===== src/design/ecf_regs.svh =====
// Purpose: register offsets, field positions and reset values of the event counter pair
// Assumes: 32-bit APB data, byte addresses, one aligned word per register
// Notes: definitions only
`ifndef ECF_REGS_SVH
`define ECF_REGS_SVH

`define ECF_ADDR_W 8
`define ECF_OFF_ESR_BASE 8'h00
`define ECF_OFF_CFG_BASE 8'h08
`define ECF_OFF_CNT_BASE 8'h10
`define ECF_STRIDE_WORD 8'h04
`define ECF_STRIDE_CNT 8'h08
`define ECF_OFF_CNT_HI 8'h04

`define ECF_CFG_OVF_BIT 31
`define ECF_MASK_LSB 9
`define ECF_CFG_WMASK 32'hC1FC_F000
`define ECF_ESR_WMASK 32'hFFFF_FE0C
`define ECF_CFG_RST 32'h0000_0000
`define ECF_ESR_RST 32'h0000_0000

`endif


===== src/design/ecf_pkg.sv =====
// Purpose: shared types of the event counter pair
// Assumes: field layout matches the offsets and masks in ecf_regs.svh
// Notes: both register words are exactly 32 bits
`default_nettype none

package ecf_pkg;

  // event_select_reg: sub-event mask starts at absolute bit 9
  typedef struct packed {
    logic [6:0] evt_code;
    logic [15:0] mask;
    logic [4:0] rsv_hi;
    logic kernel_level_qualify;
    logic user_level_qualify;
    logic [1:0] rsv_lo;
  } ecf_esr_t;

  // counter_config_reg
  typedef struct packed {
    logic overflow_sticky_flag;
    logic cascade;
    logic [4:0] rsv_a;
    logic edge_det;
    logic [3:0] thr;
    logic cmpl;
    logic cmp;
    logic [1:0] rsv_b;
    logic [2:0] sel;
    logic en;
    logic [11:0] rsv_c;
  } ecf_cfg_t;

endpackage

`default_nettype wire


===== src/design/ecf_counter_pair.sv =====
// Purpose: pair of filtered, cascadable performance-event counters behind an APB slave
// Assumes: event lines and user_mode synchronous to pclk; zero-wait APB answer
// Notes: counter k has counter 1-k as its cascade alternate
//
// Register access over APB and the register offsets were chosen for this implementation.
`include "ecf_regs.svh"
`default_nettype none

module ecf_counter_pair #(
  parameter int CNT_W = 40,
  parameter int N_ESR = 2
) (
  input wire logic pclk,
  input wire logic presetn,
  input wire logic psel,
  input wire logic penable,
  input wire logic pwrite,
  input wire logic [`ECF_ADDR_W-1:0] paddr,
  input wire logic [31:0] pwdata,
  output logic [31:0] prdata,
  output logic pready,
  output logic pslverr,
  input wire logic [N_ESR-1:0][3:0] ev_lines,
  input wire logic user_mode,
  input wire logic frd_req,
  input wire logic frd_idx,
  output logic [CNT_W-1:0] frd_data,
  output logic frd_valid,
  output logic [1:0] ovf_flags
);

  localparam int ESR_IW = (N_ESR > 1) ? $clog2(N_ESR) : 1;

  if (CNT_W < 33 || CNT_W > 64)
  begin : g_chk_w
    $error("CNT_W must be 33..64");
  end
  if (N_ESR < 2 || N_ESR > 8)
  begin : g_chk_esr
    $error("N_ESR must be 2..8");
  end

  typedef struct packed {
    ecf_pkg::ecf_esr_t [N_ESR-1:0] esr;
    ecf_pkg::ecf_cfg_t [1:0] cfg;
    logic [1:0][CNT_W-1:0] cnt;
    logic [1:0] prev_thr;
    logic [31:0] prdata;
    logic pready;
    logic pslverr;
    logic [CNT_W-1:0] frd_data;
    logic frd_valid;
  } ecf_state_t;

  ecf_state_t st_ff;
  ecf_state_t nxt_st;

  logic setup;
  logic apb_wr;
  logic rd_hit;
  logic [31:0] rd_val;
  logic [1:0][3:0] sel_val;
  logic [1:0] thr_hit;
  logic [1:0][3:0] inc;
  logic [1:0] run;
  logic [1:0] wrap;
  logic [1:0] wr_cnt;
  logic [1:0] wr_cfg;

  ////////////////////////////////////////////////////////////////////////////
  // helpers

  function automatic logic [`ECF_ADDR_W-1:0] ecf_reg_addr(
    input logic [`ECF_ADDR_W-1:0] base,
    input logic [`ECF_ADDR_W-1:0] stride,
    input int idx
  );
    logic [`ECF_ADDR_W-1:0] a;
    a = base + `ECF_ADDR_W'(idx) * stride;
    return a;
  endfunction

  // event selection by sub-event mask, then privilege qualification
  function automatic logic [3:0] ecf_stage_val(
    input ecf_pkg::ecf_esr_t e,
    input logic [3:0] lines,
    input logic um
  );
    logic priv_ok;
    priv_ok = um ? e.user_level_qualify : e.kernel_level_qualify;
    return priv_ok ? (lines & e.mask[3:0]) : 4'h0;
  endfunction

  function automatic logic ecf_thr_hit(
    input ecf_pkg::ecf_cfg_t c,
    input logic [3:0] v
  );
    return c.cmpl ? (v <= c.thr) : (v > c.thr);
  endfunction

  ////////////////////////////////////////////////////////////////////////////
  // next state

  always_comb
  begin
    logic [CNT_W:0] sum;
    logic [ESR_IW-1:0] eidx;
    logic [`ECF_ADDR_W-1:0] a_cnt;
    sum = '0;
    eidx = '0;
    a_cnt = '0;
    nxt_st = st_ff;
    setup = psel & ~penable;
    // pready only stands in the access cycle, so the write edge is unique
    apb_wr = psel & penable & pwrite & st_ff.pready & ~st_ff.pslverr;
    rd_hit = 1'b0;
    rd_val = 32'h0000_0000;
    wr_cnt = 2'b00;
    wr_cfg = 2'b00;

    // filter pipeline and counting
    for (int k = 0; k < 2; k++)
    begin
      sel_val[k] = 4'h0;
      eidx = st_ff.cfg[k].sel[ESR_IW-1:0];
      // selector is an index; out-of-range index selects nothing
      if (32'(st_ff.cfg[k].sel) < N_ESR)
      begin
        sel_val[k] = ecf_stage_val(st_ff.esr[eidx], ev_lines[eidx], user_mode);
      end
      thr_hit[k] = ecf_thr_hit(st_ff.cfg[k], sel_val[k]);
      if (!st_ff.cfg[k].cmp)
      begin
        inc[k] = sel_val[k];
      end
      else if (st_ff.cfg[k].edge_det)
      begin
        inc[k] = {3'h0, thr_hit[k] & ~st_ff.prev_thr[k]};
      end
      else
      begin
        inc[k] = {3'h0, thr_hit[k]};
      end
      nxt_st.prev_thr[k] = st_ff.cfg[k].cmp & thr_hit[k];
      run[k] = st_ff.cfg[k].en
        | (st_ff.cfg[k].cascade & st_ff.cfg[1-k].overflow_sticky_flag);
      sum = {1'b0, st_ff.cnt[k]} + (CNT_W+1)'(inc[k]);
      wrap[k] = run[k] & sum[CNT_W];
      if (run[k])
      begin
        nxt_st.cnt[k] = sum[CNT_W-1:0];
      end
    end

    // register decode: reads sampled in setup, writes at the access edge
    for (int k = 0; k < N_ESR; k++)
    begin
      if (paddr == ecf_reg_addr(`ECF_OFF_ESR_BASE, `ECF_STRIDE_WORD, k))
      begin
        rd_hit = 1'b1;
        rd_val = st_ff.esr[k];
        if (apb_wr)
        begin
          nxt_st.esr[k] = pwdata & `ECF_ESR_WMASK;
        end
      end
    end
    for (int k = 0; k < 2; k++)
    begin
      a_cnt = ecf_reg_addr(`ECF_OFF_CNT_BASE, `ECF_STRIDE_CNT, k);
      if (paddr == ecf_reg_addr(`ECF_OFF_CFG_BASE, `ECF_STRIDE_WORD, k))
      begin
        rd_hit = 1'b1;
        rd_val = st_ff.cfg[k];
        if (apb_wr)
        begin
          wr_cfg[k] = 1'b1;
          nxt_st.cfg[k] = pwdata & `ECF_CFG_WMASK;
        end
      end
      else if (paddr == a_cnt)
      begin
        rd_hit = 1'b1;
        rd_val = st_ff.cnt[k][31:0];
        if (apb_wr)
        begin
          wr_cnt[k] = 1'b1;
          nxt_st.cnt[k][31:0] = pwdata;
        end
      end
      else if (paddr == a_cnt + `ECF_OFF_CNT_HI)
      begin
        rd_hit = 1'b1;
        rd_val = 32'(st_ff.cnt[k] >> 32);
        if (apb_wr)
        begin
          wr_cnt[k] = 1'b1;
          nxt_st.cnt[k][CNT_W-1:32] = pwdata[CNT_W-33:0];
        end
      end
      // hardware set wins over a software clear in the same cycle
      if (wrap[k])
      begin
        nxt_st.cfg[k].overflow_sticky_flag = 1'b1;
      end
    end

    if (setup)
    begin
      nxt_st.prdata = rd_hit ? rd_val : 32'h0000_0000;
    end
    nxt_st.pready = setup;
    nxt_st.pslverr = setup & ~rd_hit;

    // fast read: index selects counter, answer one cycle later
    nxt_st.frd_valid = frd_req;
    if (frd_req)
    begin
      nxt_st.frd_data = st_ff.cnt[frd_idx];
    end
  end

  ////////////////////////////////////////////////////////////////////////////
  // state register

  always_ff @(posedge pclk or negedge presetn)
  begin
    if (!presetn)
    begin
      st_ff <= '0;
    end
    else
    begin
      st_ff <= nxt_st;
    end
  end

  assign prdata = st_ff.prdata;
  assign pready = st_ff.pready;
  assign pslverr = st_ff.pslverr;
  assign frd_data = st_ff.frd_data;
  assign frd_valid = st_ff.frd_valid;
  assign ovf_flags = {st_ff.cfg[1].overflow_sticky_flag, st_ff.cfg[0].overflow_sticky_flag};
endmodule

`default_nettype wire


===== config.mk =====
export PLATFORM = sky130hd
export DESIGN_NAME = ecf_counter_pair
export DESIGN_NICKNAME = d
export VERILOG_FILES = /design/src/design/ecf_pkg.sv /design/src/design/ecf_counter_pair.sv
export VERILOG_INCLUDE_DIRS = /design/src /design/src/design
export SDC_FILE = /design/constraint.sdc
export NUM_CORES = 1
export LEC_CHECK = 0
export BUFFER_PORTS_ARGS = -buffer_cell sky130_fd_sc_hd__buf_2
export CAP_MARGIN = 5
export CORE_MARGIN = 2
export CORE_UTILIZATION = 35
export CTS_BUF_LIST = sky130_fd_sc_hd__clkbuf_4
export CTS_CLUSTER_DIAMETER = 200
export CTS_CLUSTER_SIZE = 24
export DETAILED_ROUTE_END_ITERATION = 12
export GPL_TIMING_DRIVEN = 0
export MAX_ROUTING_LAYER = met4
export SLEW_MARGIN = 10
export SYNTH_ARGS = -nofsm -noshare
export SYNTH_HDL_FRONTEND = slang
export SYNTH_SLANG_ARGS = --single-unit
export TNS_END_PERCENT = 50

===== constraint.sdc =====
create_clock -name pclk -period 6.09 [get_ports pclk]
set_clock_uncertainty 0.15 [all_clocks]
set_input_delay 0 -clock pclk [delete_from_list [all_inputs] [get_ports pclk]]
set_output_delay 0 -clock pclk [all_outputs]
set_load 0.03 [all_outputs]

# After elaboration in Yosys (flattened, before gate mapping)
# Cells that the tools add are included.
[classes]
n_bitwise = 23
n_eq_ne = 7
mux = 59
n_reduce_logical = 11
magnitude_cmp = 9
addsub = 2
[op_table]
columns = ["cell", "n"]
rows = [
  ["32-bit two-way mux", 17],
  ["40-bit two-way mux", 6],
  ["40-bit by 4-bit adder with 41-bit output", 2],
  ["13-bit two-way mux", 4],
  ["8-bit two-way mux", 6],
  ["4-bit two-way mux", 10],
  ["8-bit by 5-bit equality test with 1-bit output (second input constant)", 4],
  ["8-bit by 4-bit equality test with 1-bit output (second input constant)", 2],
  ["1-bit two-way mux", 16],
  ["1-bit AND", 14],
  ["2-bit AND reduction", 6],
  ["4-bit AND", 2],
  ["8-bit by 3-bit equality test with 1-bit output (second input constant)", 1],
  ["4-bit > comparator", 2],
  ["4-bit <= comparator", 2],
  ["8-bit zero test", 1],
  ["2-bit nonzero test", 4],
  ["1-bit by 2-bit less-than comparator with 1-bit output (second input constant)", 3],
  ["3-bit by 2-bit less-than comparator with 1-bit output (second input constant)", 2],
  ["1-bit NOT", 5],
  ["1-bit bitwise OR", 2],
]
[totals]
word_cells = 143
out_inout_bits = 77
inputBits = 56
reg_bits = 233

# Longest topological paths before layout
# Gate-level depths: netlist of run 1.
[logic_depth]
word_depth = 16
depth_mapped = 19
ltp_nobuf = 18

# Worst setup path before layout of run 1
# Ideal clock, no wire load.
[synth_path]
path_kind = "reg-to-reg"
start = "register st_ff[170] in the netlist's numbering"
end = "register st_ff[109] in the netlist's numbering"
path_slack_ns = 1.553
n_path_buf = 0
path_stages_with_launch = 18
synth_period_minus_slack_ns = 4.537
arrival_ns = 4.305
setup_ns = 0.082
required_ns = 5.858
path_cell_list = "dfrtp_1 mux4_2 nand2_1 nor2_1 ha_1 nor2b_1 o21a_1 o21a_1 or3_1 nand3_1 ha_1 inv_1 fa_1 nand2b_1 a2111oi_0 nand4_1 or4_1 a31oi_1"
[synth_rtl]
columns = ["element", "line_no", "text"]
rows = [
  ["from (decl)", "ecf_counter_pair.sv:55", "ecf_state_t st_ff;"],
  ["from (signal assigned)", "ecf_counter_pair.sv:234", "st_ff <= nxt_st;"],
]

==> run_results.csv, run 1 <==
group,metric,value,unit
run_status,status,"completed",
run,drv_cap,0,
synthesis,synthFlopType,"dfrtp_1",
route,wl_per_cell,23.0,µm
hold_path,min_path_type,"in -> reg",
final_layout,drive_above_1_share,19.4,%
synthesis,ys_warn_count,0,
final_layout,fin_cells,2203,
synthesis,synth_edf_count,0,
grt,grt_max_degree,105,
die,coreArea,37800,µm²
die,rows,71,
timing,setup_violations,0,
timing,min_period_over_period,95.2,%
worst_setup_path,worstPathMaxFanout,10,
grt,grt_pass1_wl,75800,µm
clock_network,cts-root-buf,"clkbuf_4",
timing,grt_setup_unrepaired,"no",
die,die_y,200,µm
route,num_vias,12300,
route,remaining_drc_errors,0,
clock_network,clk_path_buf_depth,3,
synthesis,yosysMostFrequentCell,"dfrtp_1",
power_and_ir_drop,p_leak,7.22,nW
worst_setup_path,arrival,6.23,ns
worst_setup_path,worstSetupEndpoint,"st_ff[145]$_DFF_PN0_",
worst_setup_path,r2r-end,"st_ff[145]$_DFF_PN0_",
worst_setup_path,timing.rr.start,"st_ff[255]$_DFFE_PN0P_",
final_layout,final_nets,1763,
timing,clock.fmax,172,MHz
grt,grt_pass1_vias,11900,
clock_network,post-cts-setup-buffers,0,
timing,hold_viol,0,
placed_design,portBuffers,131,
clock_network,clock_sinks,233,
die,io_pins,133,
synthesis,synth.area.top_cells,"dfrtp_1, mux2i_1, mux2_2",
die,die_x,200,µm
power_and_ir_drop,power_density,164,nW/µm²
route,drtIter0Drc,1234,
die,start_util,35.7,%
route,first_pass_iters,5,
synthesis,yosysTopAreaCell,"dfrtp_1",
clock_network,clk_pin_slew,0.28,ns
route,via_per_inst,5.58,
synthesis,syn-num-nets,1507,
synthesis,netlist-cell-type-count,62,
clock_network,worstSkewPairLatency,0.72,ns
grt,grt_usage,25.5,%
worst_setup_path,start_kind,"register",
power_and_ir_drop,irDropWorstVdd,0.0955,mV
grt,overflow,0,
die,dieArea,40100,µm²
timing,tightestPinTransition,1.16,ns
synthesis,synth_area,13500,µm²
timing,fin_crit,5.80,ns
route,antenna_left,0,
clock_network,cts_buffers,13,
timing,holdWs,0.0405,ns
worst_setup_path,worst-r2r-cell-count,18,
worst_setup_path,cp-end-kind,"register",
timing,tns,0,ns
synthesis,synth-seq-area-share,43.3,%
clock_network,cts_tree,"built",
placed_design,place_inst,2077,
synthesis,ys_seq_elements,233,
worst_setup_path,crit_type,"reg -> reg",
placed_design,hpwlAfterDp,37000,µm
clock_network,ctsHtreeMaxLevel,1,
grt,antenna_found_initial,3,
placed_design,gp_congestion,0.943,
synthesis,yosysTopAreaCellShare,43.3,%
synthesis,avgSynthCellArea,9.40,µm²
final_layout,area_growth,19.1,%
timing,relSlewSlack,22.9,%
timing,slew_violations,0,
synthesis,synthTopCellsByCount,"dfrtp_1, nor2_1, nand2_1",
worst_setup_path,r2r_slack,0.29,ns
worst_setup_path,crit_start,"st_ff[255]$_DFFE_PN0P_",
synthesis,syn_inst,1433,
worst_setup_path,crit_required,6.53,ns
hold_path,min_from,"penable",
route,drt_wl_total,50600,µm
synthesis,ys_async_sr_fraction,100,%
power by group:
part / switching (mW) / leakage, nW / internal, mW / total (mW)
clock: 0.514 / 0.0644 / 0.103 / 0.617
sequential: 0.0296 / 3.08 / 1.58 / 1.61
combinational: 0.244 / 4.07 / 0.155 / 0.399
total: 0.787 / 7.22 / 1.84 / 2.63
state kept, by name, summed over array words and instances (netlist names):
name,cells
ovf_flags,2
frd_valid,1
prdata,32
pready,1
st_ff,156
frd_data,40
pslverr,1
cells by family after synthesis:
group	after synthesis	share of synthesized area [%]
and+or+nand+nor	455	16.6
DFF	233	43.3
buffers and inverters	186	7.69
xor gates and xnor gates	55	3.58
adders and majority gates	18	1.78
muxes	141	11.9
AOI/OAI and AO/OA	345	15.1
metrics by stage:
| stage | worst slack [ns] | power, mW | util (%) | cell area [µm²] |
|---|---|---|---|---|
| global placement | 0.501 | 1.98 | 39.1 | 14800 |
| finish | 0.290 | 2.63 | 42.5 | 16000 |
| floorplan | 1.55 | 1.82 | - | 13500 |
| detailed placement | 0.485 | 1.99 | 39.3 | 14800 |
| CTS | 0.398 | 2.65 | 42.5 | 16000 |
| global route | 0.131 | 2.73 | 42.5 | 16000 |
worst min-delay path by stage:
stage	cells after the start	slack [ns]	end
2_1_floorplan	0	-0.45	frd_data[0]$_DFFE_PN0P_
3_3_place_gp	1	-0.03	frd_valid$_DFF_PN0_
3_5_place_dp	1	-0.24	frd_valid$_DFF_PN0_
4_1_cts	4	0.003	st_ff[152]$_DFF_PN0_
5_1_grt	4	0.003	st_ff[141]$_DFF_PN0_
6_report	5	0.04	st_ff[202]$_DFFE_PN0P_
metal layers:
layer  vias up  share of wire [%]  GRT usage (%)
met5         -                  0              -
met4         0                3.6           8.66
met3        98                6.3           3.27
met2       497                 46           39.2
met1      6118                 44           34.7
li1       5576                  -              -
what timing repair did:
item,4_1_cts,5_1_grt
endpoints found under the hold margin,421,0
hold buffers,108,0
gates resized for setup,0,0
area by class of cell:
cell class,count,area (µm²)
clock inverter,1,8.76
fill,3792,21700
tap,511,639
buffer,164,953
clock buffer,13,97.6
antenna,4,10.0
multi-input combinational,1014,6600
timing repair buffer,241,1820
sequential,233,5830
inverter,22,82.6
placed cells by master (no fill, tap or decap), drive strengths merged, types with 8 or more instances in the layout:
cell and n:
nand2b 8, nand2 124, a22o 8, nor2 135
xnor2 19, a21oi 108, mux2i 66, mux2 73
or4 15, and2 9, nor2b 8, inv 23
clkbuf 75, nand4 35, and4 9, xor2 36
nand3 42, o31ai 9, nor3 25, and3 14
nor4 13, buf 236, o21ai 118, dlygate4sd3 107
a31oi 22, dfrtp 233, ha 16, or3 9
a22oi 34
worst max-delay path, stage by stage (launching register included):
cell and delay (ns):
dfrtp_1 0.50, mux4_2 0.53, nand2_1 0.17, nor2_1 0.08
ha_1 0.29, nor2b_1 0.13, o21a_1 0.16, o21a_1 0.19
or3_1 0.35, nand3_1 0.22, ha_1 0.25, inv_1 0.07
fa_1 0.39, nand2b_1 0.17, a21oi_1 0.89, clkbuf_1 0.62
nand4_1 0.20, xnor2_1 0.22, a21oi_1 0.09
Power figures use the tool's default switching activity.
==> run 2: changes to the inputs <==
--- a/config.mk
+++ b/config.mk
@@ -9,7 +9,7 @@
 export BUFFER_PORTS_ARGS = -buffer_cell sky130_fd_sc_hd__buf_2
 export CAP_MARGIN = 5
 export CORE_MARGIN = 2
-export CORE_UTILIZATION = 35
+export CORE_UTILIZATION = 44
 export CTS_BUF_LIST = sky130_fd_sc_hd__clkbuf_4
 export CTS_CLUSTER_DIAMETER = 200
 export CTS_CLUSTER_SIZE = 24
==> constraint.sdc (replaced) <==
create_clock -name pclk -period 4.79 [get_ports pclk]
set_clock_uncertainty 0.15 [all_clocks]
set_input_delay 0 -clock pclk [delete_from_list [all_inputs] [get_ports pclk]]
set_output_delay 0 -clock pclk [all_outputs]
set_load 0.03 [all_outputs]
==> run 2 against run 1 <==
Effect of this change:
- critical path depth increased by 1
- non-clock buffer count increased by 6
- power increased by 27%
- wire length decreased by 2.3%
- largest cell class unchanged
- first-iteration DRC count increased by 0.65%
- core utilization increased by 10 points
- combinational power increased by 26%
- die area decreased by 20%
- register-to-register slack got worse by 0.12 ns
==> run_results.csv, run 2 (synthesis results as in run 1) <==
group,metric,value,unit
placed_design,hpwlAfterDp,35700,µm
worst_setup_path,r2r-end,"st_ff[147]$_DFF_PN0_",
power_and_ir_drop,switching_share,29.8,%
route,num_vias,12500,
placed_design,portBuffers,131,
timing,setup_violations,0,
die,dieArea,32000,µm²
final_layout,final_nets,1769,
worst_setup_path,crit_required,5.28,ns
clock_network,cts-root-buf,"clkbuf_4",
worst_setup_path,arrival,5.12,ns
grt,grt_pass1_wl,73600,µm
final_layout,layout_common_cells,"dfrtp_1, buf_2, nor2_1, nand2_1, o21ai_0",
timing,grt_setup_unrepaired,"yes",
final_layout,drive_above_1_share,21.2,%
timing,hold_viol,0,
timing,min_period_over_period,96.5,%
power_and_ir_drop,p_total,3.33,mW
timing,fin_crit,4.62,ns
power_and_ir_drop,p_leak,7.31,nW
route,antenna_left,0,
worst_setup_path,worst-r2r-cell-count,19,
worst_setup_path,cp-end-kind,"register",
die,coreArea,30300,µm²
worst_setup_path,r2r_slack,0.17,ns
worst_setup_path,worstPathMaxFanout,10,
grt,antenna_found_initial,2,
timing,clock.fmax,216,MHz
grt,grt_pass1_vias,11600,
route,remaining_drc_errors,0,
die,io_pins,133,
final_layout,mostFrequentLayoutCell,"dfrtp_1",
final_layout,area_growth,19.3,%
power_and_ir_drop,combPwrFrac,15.1,%
die,rows,64,
timing,slew_violations,0,
placed_design,pre_cts_ws,-0.775,ns
power_and_ir_drop,power_density,208,nW/µm²
clock_network,worstSkewPairLatency,0.73,ns
power_and_ir_drop,clkPwrFrac,23.4,%
power_and_ir_drop,seqPwrFrac,61.5,%
clock_network,clk_pin_slew,0.28,ns
placed_design,gp_congestion,0.951,
power_and_ir_drop,p_int,2.34,mW
power_and_ir_drop,p_switching,0.993,mW
grt,grt_max_degree,83,
timing,tightestPinTransition,1.01,ns
route,drtIter0Drc,1242,
hold_path,min_path_type,"in -> reg",
route,wl_per_cell,23.6,µm
clock_network,cts_tree,"built",
worst_setup_path,timing.rr.start,"st_ff[255]$_DFFE_PN0P_",
clock_network,clk_path_buf_depth,3,
final_layout,largest_register_ffs,156,
final_layout,nFillCells,2901,
route,drt_wl_total,49400,µm
run_status,status,"completed",
worst_setup_path,crit_start,"st_ff[255]$_DFFE_PN0P_",
final_layout,largest_register,"st_ff",
run,drv_cap,0,
clock_network,clock_sinks,233,
worst_setup_path,start_kind,"register",
grt,overflow,0,
die,die_y,179,µm
clock_network,ctsHtreeMaxLevel,1,
timing,relSlewSlack,32.8,%
placed_design,place_inst,1962,
worst_setup_path,worstSetupEndpoint,"st_ff[147]$_DFF_PN0_",
die,die_x,179,µm
clock_network,cts_buffers,13,
grt,grt_usage,32.0,%
final_layout,fin_cells,2092,
worst_setup_path,crit_type,"reg -> reg",
timing,holdWs,0.0252,ns
die,start_util,44.4,%
timing,fin_ws,0.168,ns
route,via_per_inst,5.96,
route,first_pass_iters,5,
power_and_ir_drop,irDropWorstVdd,0.150,mV
-- run 2: area by class of cell --
type / instances / area (µm²) / share of cell area (%)
Clock buffer: 13 / 97.6 / 0.608
Buffer: 164 / 965 / 6.01
Inverter: 22 / 82.6 / 0.514
Timing Repair Buffer: 247 / 1850 / 11.5
Tap cell: 396 / 495 / 3.09
Multi-Input combinational cell: 1014 / 6720 / 41.8
Clock inverter: 1 / 8.76 / 0.0545
Antenna cell: 2 / 5.00 / 0.0312
Sequential cell: 233 / 5830 / 36.3
-- run 2: stage by stage --
step | area (µm²) | utilization [%] | TNS (ns)
finish | 16100 | 52.9 | 0
global route | 16100 | 52.9 | 0
CTS | 15900 | 52.5 | 0
detailed placement | 14700 | 48.4 | -18.76
global placement | 14600 | 48.2 | -187.11
floorplan | 13500 | - | 0
-- run 2: repair_timing --
item                                    4_1_cts  5_1_grt
setup buffers                                 7        5
endpoints found under the hold margin       372        0
endpoints found under the setup margin       42       54
resized for setup                            16       19
hold buffers                                102        0
pin swaps                                     2        2
-- run 2: routing by layer --
| metal | wire, µm | vias to the layer above | share of wire (%) | track usage [%] |
|---|---|---|---|---|
| li1 | - | 5593 | - | - |
| met1 | 21800 | 6213 | 44 | 44.0 |
| met2 | 22400 | 565 | 45 | 48.7 |
| met3 | 3350 | 104 | 6.8 | 3.84 |
| met4 | 1890 | 0 | 3.8 | 11.5 |
| met5 | 0 | - | 0 | - |
-- run 2: critical path: stages, from the launching register on --
cell      delay [ns]
dfrtp_1         0.48
mux4_2          0.54
nand2_2         0.14
nor2_1          0.08
ha_1            0.29
nor2b_1         0.13
o21a_1          0.16
o21a_1          0.18
or3_1           0.40
nand3_4         0.14
ha_4            0.15
inv_1           0.05
fa_1            0.39
nand2b_1        0.21
a21oi_4         0.16
buf_4           0.15
clkbuf_4        0.25
nand4_1         0.13
xor2_1          0.19
a21oi_1         0.16
-- run 2: power by group through the flow --
stage          sequential [mW]  clock (mW)  combinational (mW)
4_1_cts                   2.05       0.800               0.504
6_report                  2.05       0.780               0.504
5_1_grt                   2.06       0.860               0.542
3_5_place_dp              2.08           0               0.436
2_1_floorplan             2.07           0               0.244
3_3_place_gp              2.08           0               0.427
-- run 2: how the worst min path moves through the flow --
stage	startpoint	to	slack (ns)	cells after the start
finish	ev_lines[5]	st_ff[75]$_DFF_PN0_	0.03	7
global route	pwdata[3]	st_ff[112]$_DFF_PN0_	0.02	4
CTS	pwdata[3]	st_ff[112]$_DFF_PN0_	0.002	4
detailed placement	presetn	frd_data[3]$_DFFE_PN0P_	-0.12	1
global placement	frd_req	frd_valid$_DFF_PN0_	-0.03	1
floorplan	presetn	frd_data[0]$_DFFE_PN0P_	-0.45	0
